==> config.mk <==
export PLATFORM = sky130hd
export DESIGN_NAME = fioh_top
export DESIGN_NICKNAME = d
export VERILOG_FILES = /design/src/core/fioh_pkg.sv /design/src/core/fioh_mem_if.sv /design/src/core/fioh_filter.sv /design/src/core/fioh_preset_mem.sv /design/src/core/fioh_top.sv
export SDC_FILE = /design/constraint.sdc
export NUM_CORES = 2
export LEC_CHECK = 0
export ABC_CLOCK_PERIOD_IN_PS = 3450
export BUFFER_PORTS_ARGS = -buffer_cell sky130_fd_sc_hd__buf_2
export CORE_MARGIN = 2
export CORE_UTILIZATION = 55
export DETAILED_ROUTE_END_ITERATION = 8
export GPL_TIMING_DRIVEN = 0
export HOLD_SLACK_MARGIN = 0.15
export PLACE_DENSITY = 0.68
export SYNTH_ARGS = -nofsm -noshare
export SYNTH_HDL_FRONTEND = slang
export SYNTH_SLANG_ARGS = --single-unit
==> constraint.sdc <==
create_clock -name pclk -period 3.45 [get_ports pclk]
set_input_delay 0.345 -clock pclk [delete_from_list [all_inputs] [get_ports pclk]]
set_output_delay 0.345 -clock pclk [all_outputs]
set_load 0.01 [all_outputs]
==> src/core/fioh_pkg.sv <==
// constants, field layouts and mode codes of the fast i/o helper
`default_nettype none
//
// Operation
// - 24 match flags, each high while the count equals its own 32-bit preset: the second count in counter mode, the first in up/down mode.
// - the fast counter takes 7 kHz pulses, checks 24 presets and interrupts on a match.
// - in plain counter mode the count only goes up, and a reset input returns it to zero.
// - quadrature inputs up to 7 kHz move the count up or down by direction, with a reset input.
// - pulse catch latches a pulse as short as 100 us on one input until software clears its status bit.
// - every fast input gets an on and off delay filter settable up to 99 ms.
// - with no other function chosen the four fast inputs are filtered inputs.
// - a single-axis pulse train up to 10 kHz with trapezoid, registration and velocity profiles.
// - only one fast function runs at a time, never pulse output beside an input function.
// - the unit owns only four fast inputs and two fast outputs.
// - in the default mode outputs pass straight from cpu to pins and inputs reach the cpu through their filters.
// - any other mode replaces the plain behaviour of the dedicated points.
// - the unit samples and captures continuously, independent of the cpu scan.
// - the fast count runs from zero up to at most 99999999.
// - a 16-bit bcd mode word holds the mode number in its low eight bits.
// - after reset the mode is filtered input with a 10 ms delay and plain outputs.
package fioh_pkg;
    // register byte offsets
    localparam logic [7:0] OFS_MODE = 8'h00;
    localparam logic [7:0] OFS_FILTER = 8'h04;
    localparam logic [7:0] OFS_CTRL = 8'h08;
    localparam logic [7:0] OFS_PERIOD = 8'h0C;
    localparam logic [7:0] OFS_PCOUNT = 8'h10;
    localparam logic [7:0] OFS_COUNT_A = 8'h14;
    localparam logic [7:0] OFS_COUNT_B = 8'h18;
    localparam logic [7:0] OFS_MATCH = 8'h1C;
    localparam logic [7:0] OFS_INT_STAT = 8'h20;
    localparam logic [7:0] OFS_INT_MASK = 8'h24;
    localparam logic [7:0] OFS_INPUTS = 8'h28;
    localparam logic [7:0] OFS_PRESET = 8'h80;
    // mode numbers, bcd
    localparam logic [7:0] MODE_COUNTER = 8'h10;
    localparam logic [7:0] MODE_UPDOWN = 8'h20;
    localparam logic [7:0] MODE_PULSE = 8'h30;
    localparam logic [7:0] MODE_INTR = 8'h40;
    localparam logic [7:0] MODE_CATCH = 8'h50;
    localparam logic [7:0] MODE_FILTER = 8'h60;
    // control fields
    localparam int CTRL_START = 0;
    localparam int CTRL_STOP = 1;
    localparam int CTRL_DIR = 2;
    localparam int CTRL_PROF = 4;
    localparam logic [1:0] PROF_TRAP = 2'h0;
    localparam logic [1:0] PROF_REG = 2'h1;
    localparam logic [1:0] PROF_VEL = 2'h2;
    // interrupt status bits
    localparam int INT_MATCH = 0;
    localparam int INT_DONE = 1;
    localparam int INT_EDGE = 2;
    localparam int INT_CATCH = 3;
    localparam int INT_W = 4;
    // reset values and limits
    localparam logic [15:0] RST_MODE = 16'h0060;
    localparam logic [7:0] RST_FILTER_MS = 8'h0A;
    localparam logic [7:0] MAX_FILTER_MS = 8'h63;
    localparam logic [31:0] COUNT_MAX = 32'h05F5E0FF;
    localparam int NUM_PRESETS = 24;
    localparam int PRESET_AW = 5;
    // timing
    localparam int CLK_HZ = 20000000;
    localparam int FILTER_TICK_MS = 1;
    localparam int FILTER_TICK_CYCLES = CLK_HZ / 1000 * FILTER_TICK_MS;
    localparam int PULSE_MAX_HZ = 10000;
    localparam int PULSE_MIN_HALF =
        (CLK_HZ + 2 * PULSE_MAX_HZ - 1) / (2 * PULSE_MAX_HZ);
    localparam logic [15:0] RST_HALF = 16'(PULSE_MIN_HALF);
    // pulse generator states
    typedef enum logic [1:0] {P_IDLE, P_FREE, P_COUNT} fioh_pulse_t;
endpackage : fioh_pkg
`default_nettype wire

==> src/core/fioh_mem_if.sv <==
// preset memory port between the top and the preset store
`default_nettype none
interface fioh_mem_if;
    logic wr_en;
    logic [4:0] wr_addr;
    logic [31:0] wr_data;
    logic [4:0] rd_addr;
    logic [31:0] rd_data;
    modport host (output wr_en, wr_addr, wr_data, rd_addr, input rd_data);
    modport store (input wr_en, wr_addr, wr_data, rd_addr, output rd_data);
endinterface : fioh_mem_if
`default_nettype wire

==> src/core/fioh_filter.sv <==
// on/off delay filter for one fast input
`default_nettype none
module fioh_filter
(
    // clock and reset
    input wire logic clk,
    input wire logic rst_n,
    input wire logic ce,
    // timing
    input wire logic tick,
    input wire logic [7:0] delay,
    // signal
    input wire logic raw,
    output logic level
);
    logic level_reg, level_next;
    logic [7:0] cnt_reg, cnt_next;

    assign level = level_reg;

    // one delay for both edges
    always_comb
    begin
        level_next = level_reg;
        cnt_next = cnt_reg;
        if (raw == level_reg)
        begin
            cnt_next = 8'h00;
        end
        else if (cnt_reg >= delay)
        begin
            level_next = raw;
            cnt_next = 8'h00;
        end
        else if (tick)
        begin
            cnt_next = cnt_reg + 8'h01;
        end
    end

    always_ff @(posedge clk or negedge rst_n)
    begin
        if (!rst_n)
        begin
            level_reg <= 1'b0;
            cnt_reg <= 8'h00;
        end
        else if (ce)
        begin
            level_reg <= level_next;
            cnt_reg <= cnt_next;
        end
    end
endmodule : fioh_filter
`default_nettype wire

==> src/core/fioh_preset_mem.sv <==
// preset store with registered read
`default_nettype none
module fioh_preset_mem
#(
    parameter int DEPTH = 24
)
(
    // clock and reset
    input wire logic clk,
    input wire logic rst_n,
    input wire logic ce,
    // port
    fioh_mem_if.store mp
);
    logic [31:0] mem [DEPTH];
    logic [31:0] rd_reg;

    if (DEPTH < 1 || DEPTH > 32)
    begin : g_chk
        $error("preset depth out of range");
    end

    assign mp.rd_data = rd_reg;

    always_ff @(posedge clk)
    begin
        if (ce && mp.wr_en)
        begin
            mem[mp.wr_addr] <= mp.wr_data;
        end
    end

    always_ff @(posedge clk or negedge rst_n)
    begin
        if (!rst_n)
        begin
            rd_reg <= 32'h0000_0000;
        end
        else if (ce)
        begin
            rd_reg <= mem[mp.rd_addr];
        end
    end
endmodule : fioh_preset_mem
`default_nettype wire

==> src/core/fioh_top.sv <==
// fast i/o helper: counters, pulse catch, filters, pulse output
//
// Our own choices: register access over APB and the placing of the registers.
`default_nettype none
module fioh_top
#(
    parameter int FILTER_TICK_CYC = fioh_pkg::FILTER_TICK_CYCLES
)
(
    // clock and reset
    input wire logic pclk,
    input wire logic presetn,
    input wire logic ce,
    // apb slave
    input wire logic psel,
    input wire logic penable,
    input wire logic pwrite,
    input wire logic [7:0] paddr,
    input wire logic [31:0] pwdata,
    output logic [31:0] prdata,
    output logic pready,
    output logic pslverr,
    // field pins
    input wire logic fast_input_first,
    input wire logic fast_input_second,
    input wire logic fast_input_third,
    input wire logic fast_input_fourth,
    output logic fast_output_pulse,
    output logic fast_output_direction,
    // cpu side
    output logic [3:0] cpu_in_level,
    input wire logic [1:0] cpu_out_level,
    output logic [fioh_pkg::NUM_PRESETS-1:0] second_counter_match_flags,
    output logic irq
);
    import fioh_pkg::*;

    if (FILTER_TICK_CYC < 1)
    begin : g_chk
        $error("filter tick must be at least one cycle");
    end

    //////////////////////////////////////////////////////////////////////
    // decode
    function automatic logic addr_hit(input logic [7:0] a);
        return (a[1:0] == 2'h0) && (a <= OFS_INPUTS ||
            (a >= OFS_PRESET && a[6:2] < 5'(NUM_PRESETS)));
    endfunction : addr_hit

    function automatic logic [3:0] dedicated(input logic [7:0] m);
        unique case (m)
            MODE_COUNTER: return 4'hF;
            MODE_UPDOWN: return 4'h7;
            MODE_INTR, MODE_CATCH: return 4'h1;
            default: return 4'h0;
        endcase
    endfunction : dedicated

    //////////////////////////////////////////////////////////////////////
    // pin synchronisers and edges
    logic [3:0] pin_s1, pin_s2, pin_prev;
    logic [3:0] rise;

    always_ff @(posedge pclk or negedge presetn)
    begin
        if (!presetn)
        begin
            pin_s1 <= 4'h0;
            pin_s2 <= 4'h0;
            pin_prev <= 4'h0;
        end
        else if (ce)
        begin
            pin_s1 <= {fast_input_fourth, fast_input_third,
            fast_input_second, fast_input_first};
            pin_s2 <= pin_s1;
            pin_prev <= pin_s2;
        end
    end

    assign rise = pin_s2 & ~pin_prev;

    //////////////////////////////////////////////////////////////////////
    // filters
    logic [31:0] tick_reg, tick_next;
    logic tick;
    logic [31:0] fdelay_reg, fdelay_next;
    logic [3:0] filt;

    assign tick = (tick_reg == 32'(FILTER_TICK_CYC - 1));

    always_comb
    begin
        tick_next = tick ? 32'h0 : tick_reg + 32'h1;
    end

    always_ff @(posedge pclk or negedge presetn)
    begin
        if (!presetn)
        begin
            tick_reg <= 32'h0;
        end
        else if (ce)
        begin
            tick_reg <= tick_next;
        end
    end

    for (genvar i = 0; i < 4; i++)
    begin : g_filt
        logic [7:0] dly;
        assign dly = (fdelay_reg[8*i +: 8] > MAX_FILTER_MS) ?
            MAX_FILTER_MS : fdelay_reg[8*i +: 8];
        fioh_filter u_filt (
            .clk(pclk),
            .rst_n(presetn),
            .ce(ce),
            .tick(tick),
            .delay(dly),
            .raw(pin_s2[i]),
            .level(filt[i])
        );
    end

    //////////////////////////////////////////////////////////////////////
    // preset store
    fioh_mem_if mem_bus ();
    logic [4:0] scan_reg, scan_next, scan_prev_reg;
    logic wr_acc, rd_setup;

    assign wr_acc = ce && psel && penable && pwrite;
    assign rd_setup = psel && !penable;
    assign mem_bus.wr_en = wr_acc && addr_hit(paddr) && paddr >= OFS_PRESET;
    assign mem_bus.wr_addr = paddr[6:2];
    assign mem_bus.wr_data = pwdata;
    assign mem_bus.rd_addr = scan_reg;

    fioh_preset_mem #(.DEPTH(NUM_PRESETS)) u_mem (
        .clk(pclk),
        .rst_n(presetn),
        .ce(ce),
        .mp(mem_bus.store)
    );

    //////////////////////////////////////////////////////////////////////
    // main state
    logic [15:0] mode_reg, mode_next;
    logic [1:0] prof_reg, prof_next;
    logic dir_reg, dir_next;
    logic [15:0] half_reg, half_next, half_eff;
    logic [31:0] pcount_reg, pcount_next;
    logic [31:0] count_a_reg, count_a_next, count_b_reg, count_b_next;
    logic [31:0] cmp_count;
    logic [23:0] match_reg, match_next;
    logic [INT_W-1:0] stat_reg, stat_next, mask_reg, mask_next, ev;
    fioh_pulse_t pst_reg, pst_next;
    logic [15:0] phase_reg, phase_next;
    logic [31:0] left_reg, left_next;
    logic pulse_reg, pulse_next;
    logic [1:0] out_reg, out_next;
    logic [3:0] cpu_reg, cpu_next;
    logic [31:0] prdata_reg, prdata_next;
    logic [7:0] mode;
    logic counting, start, stop;

    assign mode = mode_reg[7:0];
    assign counting = (mode == MODE_COUNTER) || (mode == MODE_UPDOWN);
    assign cmp_count = (mode == MODE_UPDOWN) ? count_a_reg : count_b_reg;
    assign half_eff = (half_reg < RST_HALF) ? RST_HALF : half_reg;
    assign start = wr_acc && paddr == OFS_CTRL && pwdata[CTRL_START];
    assign stop = wr_acc && paddr == OFS_CTRL && pwdata[CTRL_STOP];

    always_comb
    begin
        mode_next = mode_reg;
        fdelay_next = fdelay_reg;
        prof_next = prof_reg;
        dir_next = dir_reg;
        half_next = half_reg;
        pcount_next = pcount_reg;
        mask_next = mask_reg;
        count_a_next = count_a_reg;
        count_b_next = count_b_reg;
        match_next = match_reg;
        pst_next = pst_reg;
        phase_next = phase_reg;
        left_next = left_reg;
        pulse_next = pulse_reg;
        ev = '0;
        // software writes
        if (wr_acc)
        begin
            unique case (paddr)
                OFS_MODE: mode_next = pwdata[15:0];
                OFS_FILTER: fdelay_next = pwdata;
                OFS_CTRL:
                begin
                    dir_next = pwdata[CTRL_DIR];
                    prof_next = pwdata[CTRL_PROF +: 2];
                end
                OFS_PERIOD: half_next = pwdata[15:0];
                OFS_PCOUNT: pcount_next = pwdata;
                OFS_INT_MASK: mask_next = pwdata[INT_W-1:0];
                default: ;
            endcase
        end
        // counters, free of the cpu scan
        if (mode == MODE_COUNTER)
        begin
            if (pin_s2[2])
            begin
                count_a_next = 32'h0;
            end
            else if (rise[0] && count_a_reg < COUNT_MAX)
            begin
                count_a_next = count_a_reg + 32'h1;
            end
            if (pin_s2[3])
            begin
                count_b_next = 32'h0;
            end
            else if (rise[1] && count_b_reg < COUNT_MAX)
            begin
                count_b_next = count_b_reg + 32'h1;
            end
        end
        else if (mode == MODE_UPDOWN)
        begin
            if (pin_s2[2])
            begin
                count_a_next = 32'h0;
            end
            else if (rise[0] && !pin_s2[1] && count_a_reg < COUNT_MAX)
            begin
                count_a_next = count_a_reg + 32'h1;
            end
            else if (rise[0] && pin_s2[1] && count_a_reg != 32'h0)
            begin
                count_a_next = count_a_reg - 32'h1;
            end
        end
        // preset compare, one preset per cycle
        if (!counting)
        begin
            match_next = 24'h0;
        end
        else
        begin
            match_next[scan_prev_reg] =
                (mem_bus.rd_data == cmp_count);
        end
        ev[INT_MATCH] = |(match_next & ~match_reg);
        ev[INT_EDGE] = (mode == MODE_INTR) && rise[0];
        ev[INT_CATCH] = (mode == MODE_CATCH) && rise[0];
        // pulse generator
        unique case (pst_reg)
            P_IDLE:
            begin
                if (start && mode == MODE_PULSE)
                begin
                    left_next = pcount_reg;
                    phase_next = half_eff;
                    pulse_next = 1'b0;
                    pst_next = (prof_reg == PROF_TRAP) ? P_COUNT : P_FREE;
                end
            end
            P_FREE:
            begin
                if (prof_reg == PROF_REG && rise[0])
                begin
                    pst_next = P_COUNT;
                end
            end
            P_COUNT:
            begin
                if (left_reg == 32'h0 && !pulse_reg)
                begin
                    pst_next = P_IDLE;
                    ev[INT_DONE] = 1'b1;
                end
            end
        endcase
        if (pst_reg != P_IDLE && pst_next != P_IDLE)
        begin
            if (phase_reg <= 16'h1)
            begin
                phase_next = half_eff;
                pulse_next = !pulse_reg;
                if (pulse_reg && pst_reg == P_COUNT)
                begin
                    left_next = left_reg - 32'h1;
                end
            end
            else
            begin
                phase_next = phase_reg - 16'h1;
            end
        end
        if (stop || mode != MODE_PULSE)
        begin
            pst_next = P_IDLE;
            pulse_next = 1'b0;
        end
    end

    // status: set wins over clear
    always_comb
    begin
        stat_next = stat_reg;
        if (wr_acc && paddr == OFS_INT_STAT)
        begin
            stat_next = stat_reg & ~pwdata[INT_W-1:0];
        end
        stat_next = stat_next | ev;
        scan_next = (scan_reg == 5'(NUM_PRESETS - 1)) ?
            5'h0 : scan_reg + 5'h1;
    end

    // pin and cpu views
    always_comb
    begin
        out_next = cpu_out_level;
        if (mode == MODE_PULSE)
        begin
            out_next = {dir_reg, pulse_reg};
        end
        cpu_next = filt & ~dedicated(mode);
        if (mode == MODE_CATCH)
        begin
            cpu_next[0] = pin_s2[0] | stat_reg[INT_CATCH];
        end
        prdata_next = prdata_reg;
        if (rd_setup && !pwrite)
        begin
            unique case (paddr)
                OFS_MODE: prdata_next = {16'h0, mode_reg};
                OFS_FILTER: prdata_next = fdelay_reg;
                OFS_CTRL: prdata_next = {26'h0, prof_reg, 1'b0, dir_reg,
                    pst_reg != P_IDLE, 1'b0};
                OFS_PERIOD: prdata_next = {16'h0, half_reg};
                OFS_PCOUNT: prdata_next = pcount_reg;
                OFS_COUNT_A: prdata_next = count_a_reg;
                OFS_COUNT_B: prdata_next = count_b_reg;
                OFS_MATCH: prdata_next = {8'h0, match_reg};
                OFS_INT_STAT: prdata_next = {28'h0, stat_reg};
                OFS_INT_MASK: prdata_next = {28'h0, mask_reg};
                OFS_INPUTS: prdata_next = {28'h0, filt};
                default: prdata_next = 32'h0;
            endcase
        end
    end

    always_ff @(posedge pclk or negedge presetn)
    begin
        if (!presetn)
        begin
            mode_reg <= RST_MODE;
            fdelay_reg <= {4{RST_FILTER_MS}};
            prof_reg <= PROF_TRAP;
            dir_reg <= 1'b0;
            half_reg <= RST_HALF;
            pcount_reg <= 32'h0;
            mask_reg <= '0;
            stat_reg <= '0;
            count_a_reg <= 32'h0;
            count_b_reg <= 32'h0;
            match_reg <= 24'h0;
            pst_reg <= P_IDLE;
            phase_reg <= 16'h0;
            left_reg <= 32'h0;
            pulse_reg <= 1'b0;
            out_reg <= 2'h0;
            cpu_reg <= 4'h0;
            prdata_reg <= 32'h0;
            scan_reg <= 5'h0;
            scan_prev_reg <= 5'h0;
        end
        else if (ce)
        begin
            mode_reg <= mode_next;
            fdelay_reg <= fdelay_next;
            prof_reg <= prof_next;
            dir_reg <= dir_next;
            half_reg <= half_next;
            pcount_reg <= pcount_next;
            mask_reg <= mask_next;
            stat_reg <= stat_next;
            count_a_reg <= count_a_next;
            count_b_reg <= count_b_next;
            match_reg <= match_next;
            pst_reg <= pst_next;
            phase_reg <= phase_next;
            left_reg <= left_next;
            pulse_reg <= pulse_next;
            out_reg <= out_next;
            cpu_reg <= cpu_next;
            prdata_reg <= prdata_next;
            scan_reg <= scan_next;
            scan_prev_reg <= scan_reg;
        end
    end

    //////////////////////////////////////////////////////////////////////
    // outputs
    assign prdata = prdata_reg;
    assign pready = 1'b1;
    assign pslverr = psel && penable && !addr_hit(paddr);
    assign fast_output_pulse = out_reg[0];
    assign fast_output_direction = out_reg[1];
    assign cpu_in_level = cpu_reg;
    assign second_counter_match_flags = match_reg;
    assign irq = |(stat_reg & mask_reg);
endmodule : fioh_top
`default_nettype wire

After elaboration in Yosys (flattened, before gate mapping)
Memory sizes are Yosys's and may differ from the RTL's. A register that Yosys moved wholly into a read port is not among the register bits.
Cells that the tools add are included.
- bits in registers: 372
- latch bits: 0
- RAM bits: 768
- bits in read-only memories: 0
- input bits: 52
- output and inout port bits: 65
- logic and storage cells: 242
- memories kept: 1
- $add $sub $neg: 11
- multiply operators: 0
- divide/modulo/power cells: 0
- order comparisons: 17
- equal/unequal tests: 27
- shift operators: 0
- mux-type cells: 62
- bitwise operators: 15
- reduce and logical (&&, ||, !) cells: 77
- memory list (memory ; depth ; bits a word ; read ports ; clocked after memory_dff ; wr ports ; RTL line ; source):
    u_mem.mem ; 24 ; 32 ; 1 ; 1 ; 1 ; fioh_preset_mem.sv:15 ; logic [31:0] mem [DEPTH];
- operators with widths (kind ; count):
    $mux 32 ; 16
    $pmux 32 s11 ; 1
    $mux 8 ; 16
    $add 32x1->32 const B ; 3
    $mux 16 ; 5
    $lt 32x27->1 const B ; 2
    $sub 32x1->32 const B ; 2
    $eq 8x5->1 const B ; 5
    $eq 8x6->1 const B ; 5
    $reduce_and 3->1 ; 12
    $add 8x1->8 const B ; 4
    $eq 32x15->1 const B ; 1
    $eq 32x32->1 ; 1
    $ge 8x8->1 ; 4
    $gt 8x7->1 const B ; 4
    $logic_not 32->1 ; 1
    $reduce_bool 32->1 ; 1
    $logic_and 1x1->1 ; 30
    $and 24x24->24 ; 1
    $bwmux 24 ; 1
    $mux 24 ; 1
    $not 24->24 ; 1
    $reduce_or 24->1 ; 1
    $eq 8x4->1 const B ; 2
    42 further kinds ; 89

Longest topological paths before layout
- depth in word-level cells: 12
- depth in mapped cells: 12
- depth with buffers taken out: 12

Modules after synthesis
From an unflattened synthesis, not the netlist that was laid out.
- cell total of the unflattened synthesis: 3892
- area, all modules: 52698.0 um^2
- by module, submodules not included (module ; instances ; cells each ; area an instance (um^2) ; seq. area each (um^2)):
    fioh_preset_mem ; 1 ; 1551 ; 30837.1 ; 23862.9
    fioh_top ; 1 ; 2017 ; 18988.2 ; 8428.1
    fioh_filter ; 4 ; 81 ; 718.2 ; 225.2

Worst setup path after synthesis
OpenSTA, ideal clock, no wires.
- kind: input to register
- from: input port ce
- to: memory u_mem.mem[11][0] (enable)
- setup time: 0.421 ns
- arrival time: 2.831 ns
- required time: 3.029 ns
- setup slack: 0.198 ns
- stages: 7
- buffers on the path: 2
- cells stage by stage: buf_2 > and4_1 > clkbuf_1 > and3_1 > nor2b_1 > nand3b_1 > nor2_1
- word-level cells in the longest chain between the ends: 8
- ends and longest elaborated chain (item ; RTL line ; source):
    from (decl) ; fioh_top.sv:13 ; input wire logic ce,
    $logic_and 1x1->1 (3 in a row) ; fioh_top.sv:131 ; assign wr_acc = ce && psel && penable && pwrite;
    $logic_and 1x1->1 (2 in a row) ; fioh_top.sv:133 ; assign mem_bus.wr_en = wr_acc && addr_hit(paddr) && paddr >= OFS_PRESET;
    $logic_and 1x1->1 * ; fioh_preset_mem.sv:27 ; if (ce && mp.wr_en)
    $mux 1 * ; fioh_preset_mem.sv:27 ;
    $mux 1 (implied by the code) * ; fioh_preset_mem.sv:29 ; mem[mp.wr_addr] <= mp.wr_data;
    to (decl) ; fioh_preset_mem.sv:15 ;
Every way passes the cells marked *; elsewhere a longest branch is shown, timed or not.

==> results.md <==
* Status: finished with violations
* Failing checks: setup timing
* R2R Setup Slk at 0.08 ns
* CP startpoint kind: input pin
* Router iterations before antenna repair at 6
* Layout Skew at 0.0679 ns
* Ys async rst share at 34.5%
* Placed cells at 4977
* Ports at 117
* Leakage at 21.7 nW
* Die width at 311 microns
* Mapped Cells at 3576
* Most frequent cell after synthesis: edfxtp_1
* Max Clk Rate at 289 MHz
* CP endpoint: u_mem.mp.rd_data[14]
* Core area at 93300 sq um
* Synth area leaders: edfxtp_1, dfrtp_1, mux4_2, mux2_2, o21ai_0
* Slew headroom at 17.1%
* Clock Sinks at 1172
* Clock buffer depth at 3
* CP arrival at 4.05 ns
* P per Cell Area at 585 nW/um^2
* WS Path Type: in -> reg
* Final Cell Area at 59100 sq um
* Synth top cells by count: edfxtp_1, dfrtp_1, nand2_1
* Number of port buffers at 114
* Largest net degree at the start of global routing at 104
* Yosys cell types at 88
* GP Congestion at 1.04
* Routed len/inst at 30.1 microns
* Max-Cap Viols at 0
* Largest Register: u_mem.mem
* Post-Syn Area at 51800 sq um
* Full die area at 96700 sq um
* Via count at 33800
* Initial Utilization at 55.6%
* Nets at 3973
* Worst-Skew Late Latency at 0.74 ns
* Share of cells above drive strength 1 at 21.3%
* Final hold vios at 0
* Number of remaining DRC errors at 0
* EDFF count, synth at 768
* Syn Area/Cell at 14.5 sq um
* CP max FO at 10
* Setup TNS after final layout at -0.00898 ns
* Post-synthesis register bit count at 1172
* Synth area leader: edfxtp_1
* Post-synth top flop: edfxtp_1
* Clk root buf: clkbuf_16
* Max reg flops at 768
* Yosys Warn Count at 0
* Fin cells at 5222
* R2r endpoint: u_mem.mp.rd_data[11]
* Worst hold path class: in -> reg
* Worst setup startpoint: ce
* Maximum level of the CTS H-tree at 3
* Routed WL at 157 mm
* Final Util at 63.3%
* CP required at 4.04 ns
* First-pass GRT wire length at 228 mm
* DIE HEIGHT at 311 microns
* Max-slew violation count at 0
* Area growth, synth to finish at 14.0%
* Endpoints failing setup at 1
* Tightest Pin Transition at 1.24 ns
* Rows at 112
* Placed Area at 54800 sq um
* Synth top area share at 44.5%
* Final Cycle Share at 100%
* TritonCTS clock tree: done
* All-Layer GR Usage at 32.5%
* 1st-iter DRT viols at 4308
* Worst r2r src: mem_bus.rd_addr[0]
* Initial antenna violation count at 7
* Setup ws final at -0.00898 ns
* Post-synthesis sequential area ratio at 64.0%
* R2r worst-path depth at 7
* Remaining antenna violation count at 0
* Hpwl dp at 109 mm
* Vias per Instance at 6.48
* Clk pin slew, worst setup/hold paths at 0.06 ns
* Placement Setup Slack at -0.595 ns
* Maximum VDD drop at 0.479 mV
* Vias in the first global route at 32500
* Final min period at 3.46 ns
* Gr ovfl total at 0
* Num CTS Buffers at 116
* Endpoint type of the worst setup path: register
==> repair_timing <==
item / 4_1_cts / 5_1_grt
endpoints found under the setup margin: 53 / 151
endpoints found under the hold margin: 449 / 0
resized for setup: 58 / 46
pin swaps: 3 / 7
hold buffers: 27 / 0
setup buffers: 2 / 7
==> power breakdown <==
part | internal, mW | total, mW | switching, mW
clock | 7.01 | 12.5 | 5.45
combinational | 2.52 | 6.33 | 3.80
sequential | 15.3 | 15.8 | 0.443
total | 24.9 | 34.6 | 9.70
==> cell families after synthesis <==
group | count (synthesis) | share of synthesized area (%)
DFF | 1172 | 64.0
and+or+nand+nor | 919 | 8.68
AOI/OAI and AO/OA | 594 | 7.47
muxes | 433 | 14.5
buffers and inverters | 287 | 2.15
xor gates and xnor gates | 121 | 2.04
adders and majority gates | 49 | 1.18
other | 1 | 0.00723
==> how the worst min path moves through the flow <==
stage	end	slack (ns)	cells past startpoint	startpoint
after floorplan	count_a_reg[0]	0.05	0	presetn
after global placement	tick_reg[4]	0.46	1	tick_reg[4]
after detailed placement	tick_reg[18]	0.23	1	presetn
after CTS	prdata[3]	0.15	3	paddr[5]
after global routing	half_reg[9]	0.18	2	presetn
final	u_mem.mem[17][27]	0.17	1	pwdata[27]
==> critical path: stages <==
cell and delay (ns):
buf_2 0.29, clkbuf_1 0.77, clkbuf_1 0.59, clkbuf_1 0.88, clkbuf_1 0.54, o211ai_1 0.43
o21ai_0 0.17
==> cell type report <==
type                    instances  area, sq um
flip-flops and latches       1172        33200
fillers                      6886        34200
inverters                      82          308
plain buffers                 200          866
clock buffers                 157         3190
diodes                          2         5.00
multi-input cells            2121        17800
repair buffers                179         1580
clock inverters                55          552
well taps                    1254         1570
==> cell usage in the layout, fill, tap and decap left out, drive strengths merged, types with 26 or more instances in the layout <==
| cell type | n |
|---|---|
| mux4 | 239 |
| o21ai | 201 |
| xor2 | 61 |
| mux2 | 135 |
| dfrtp | 388 |
| nand2 | 253 |
| ha | 49 |
| xnor2 | 60 |
| a22oi | 34 |
| o211ai | 41 |
| buf | 211 |
| o22ai | 34 |
| nor3 | 52 |
| clkinv | 44 |
| dlygate4sd3 | 26 |
| a21oi | 93 |
| nor2 | 245 |
| and3 | 42 |
| edfxtp | 768 |
| a31oi | 35 |
| nand2b | 28 |
| clkbuf | 297 |
| nor2b | 27 |
| nand4 | 55 |
| mux2i | 59 |
| nor4 | 50 |
| nand3 | 77 |
| inv | 83 |
==> metal layers <==
| metal | wire (microns) | global-route usage [%] | vias to the layer above |
|---|---|---|---|
| li1 | - | - | 14400 |
| met1 | 62300 | 45.0 | 17200 |
| met2 | 74000 | 51.1 | 1743 |
| met3 | 13000 | 5.57 | 385 |
| met4 | 8050 | 14.5 | 14 |
| met5 | 103 | 0 | - |
==> per-stage QoR <==
step	hold WS (ns)	power (mW)
2_1_floorplan	0.0494	19.8
3_3_place_gp	0.456	22.2
3_5_place_dp	0.234	22.2
4_1_cts	0.151	34.7
5_1_grt	0.179	35.6
6_report	0.167	34.6
(Power assumes the default switching activity.)
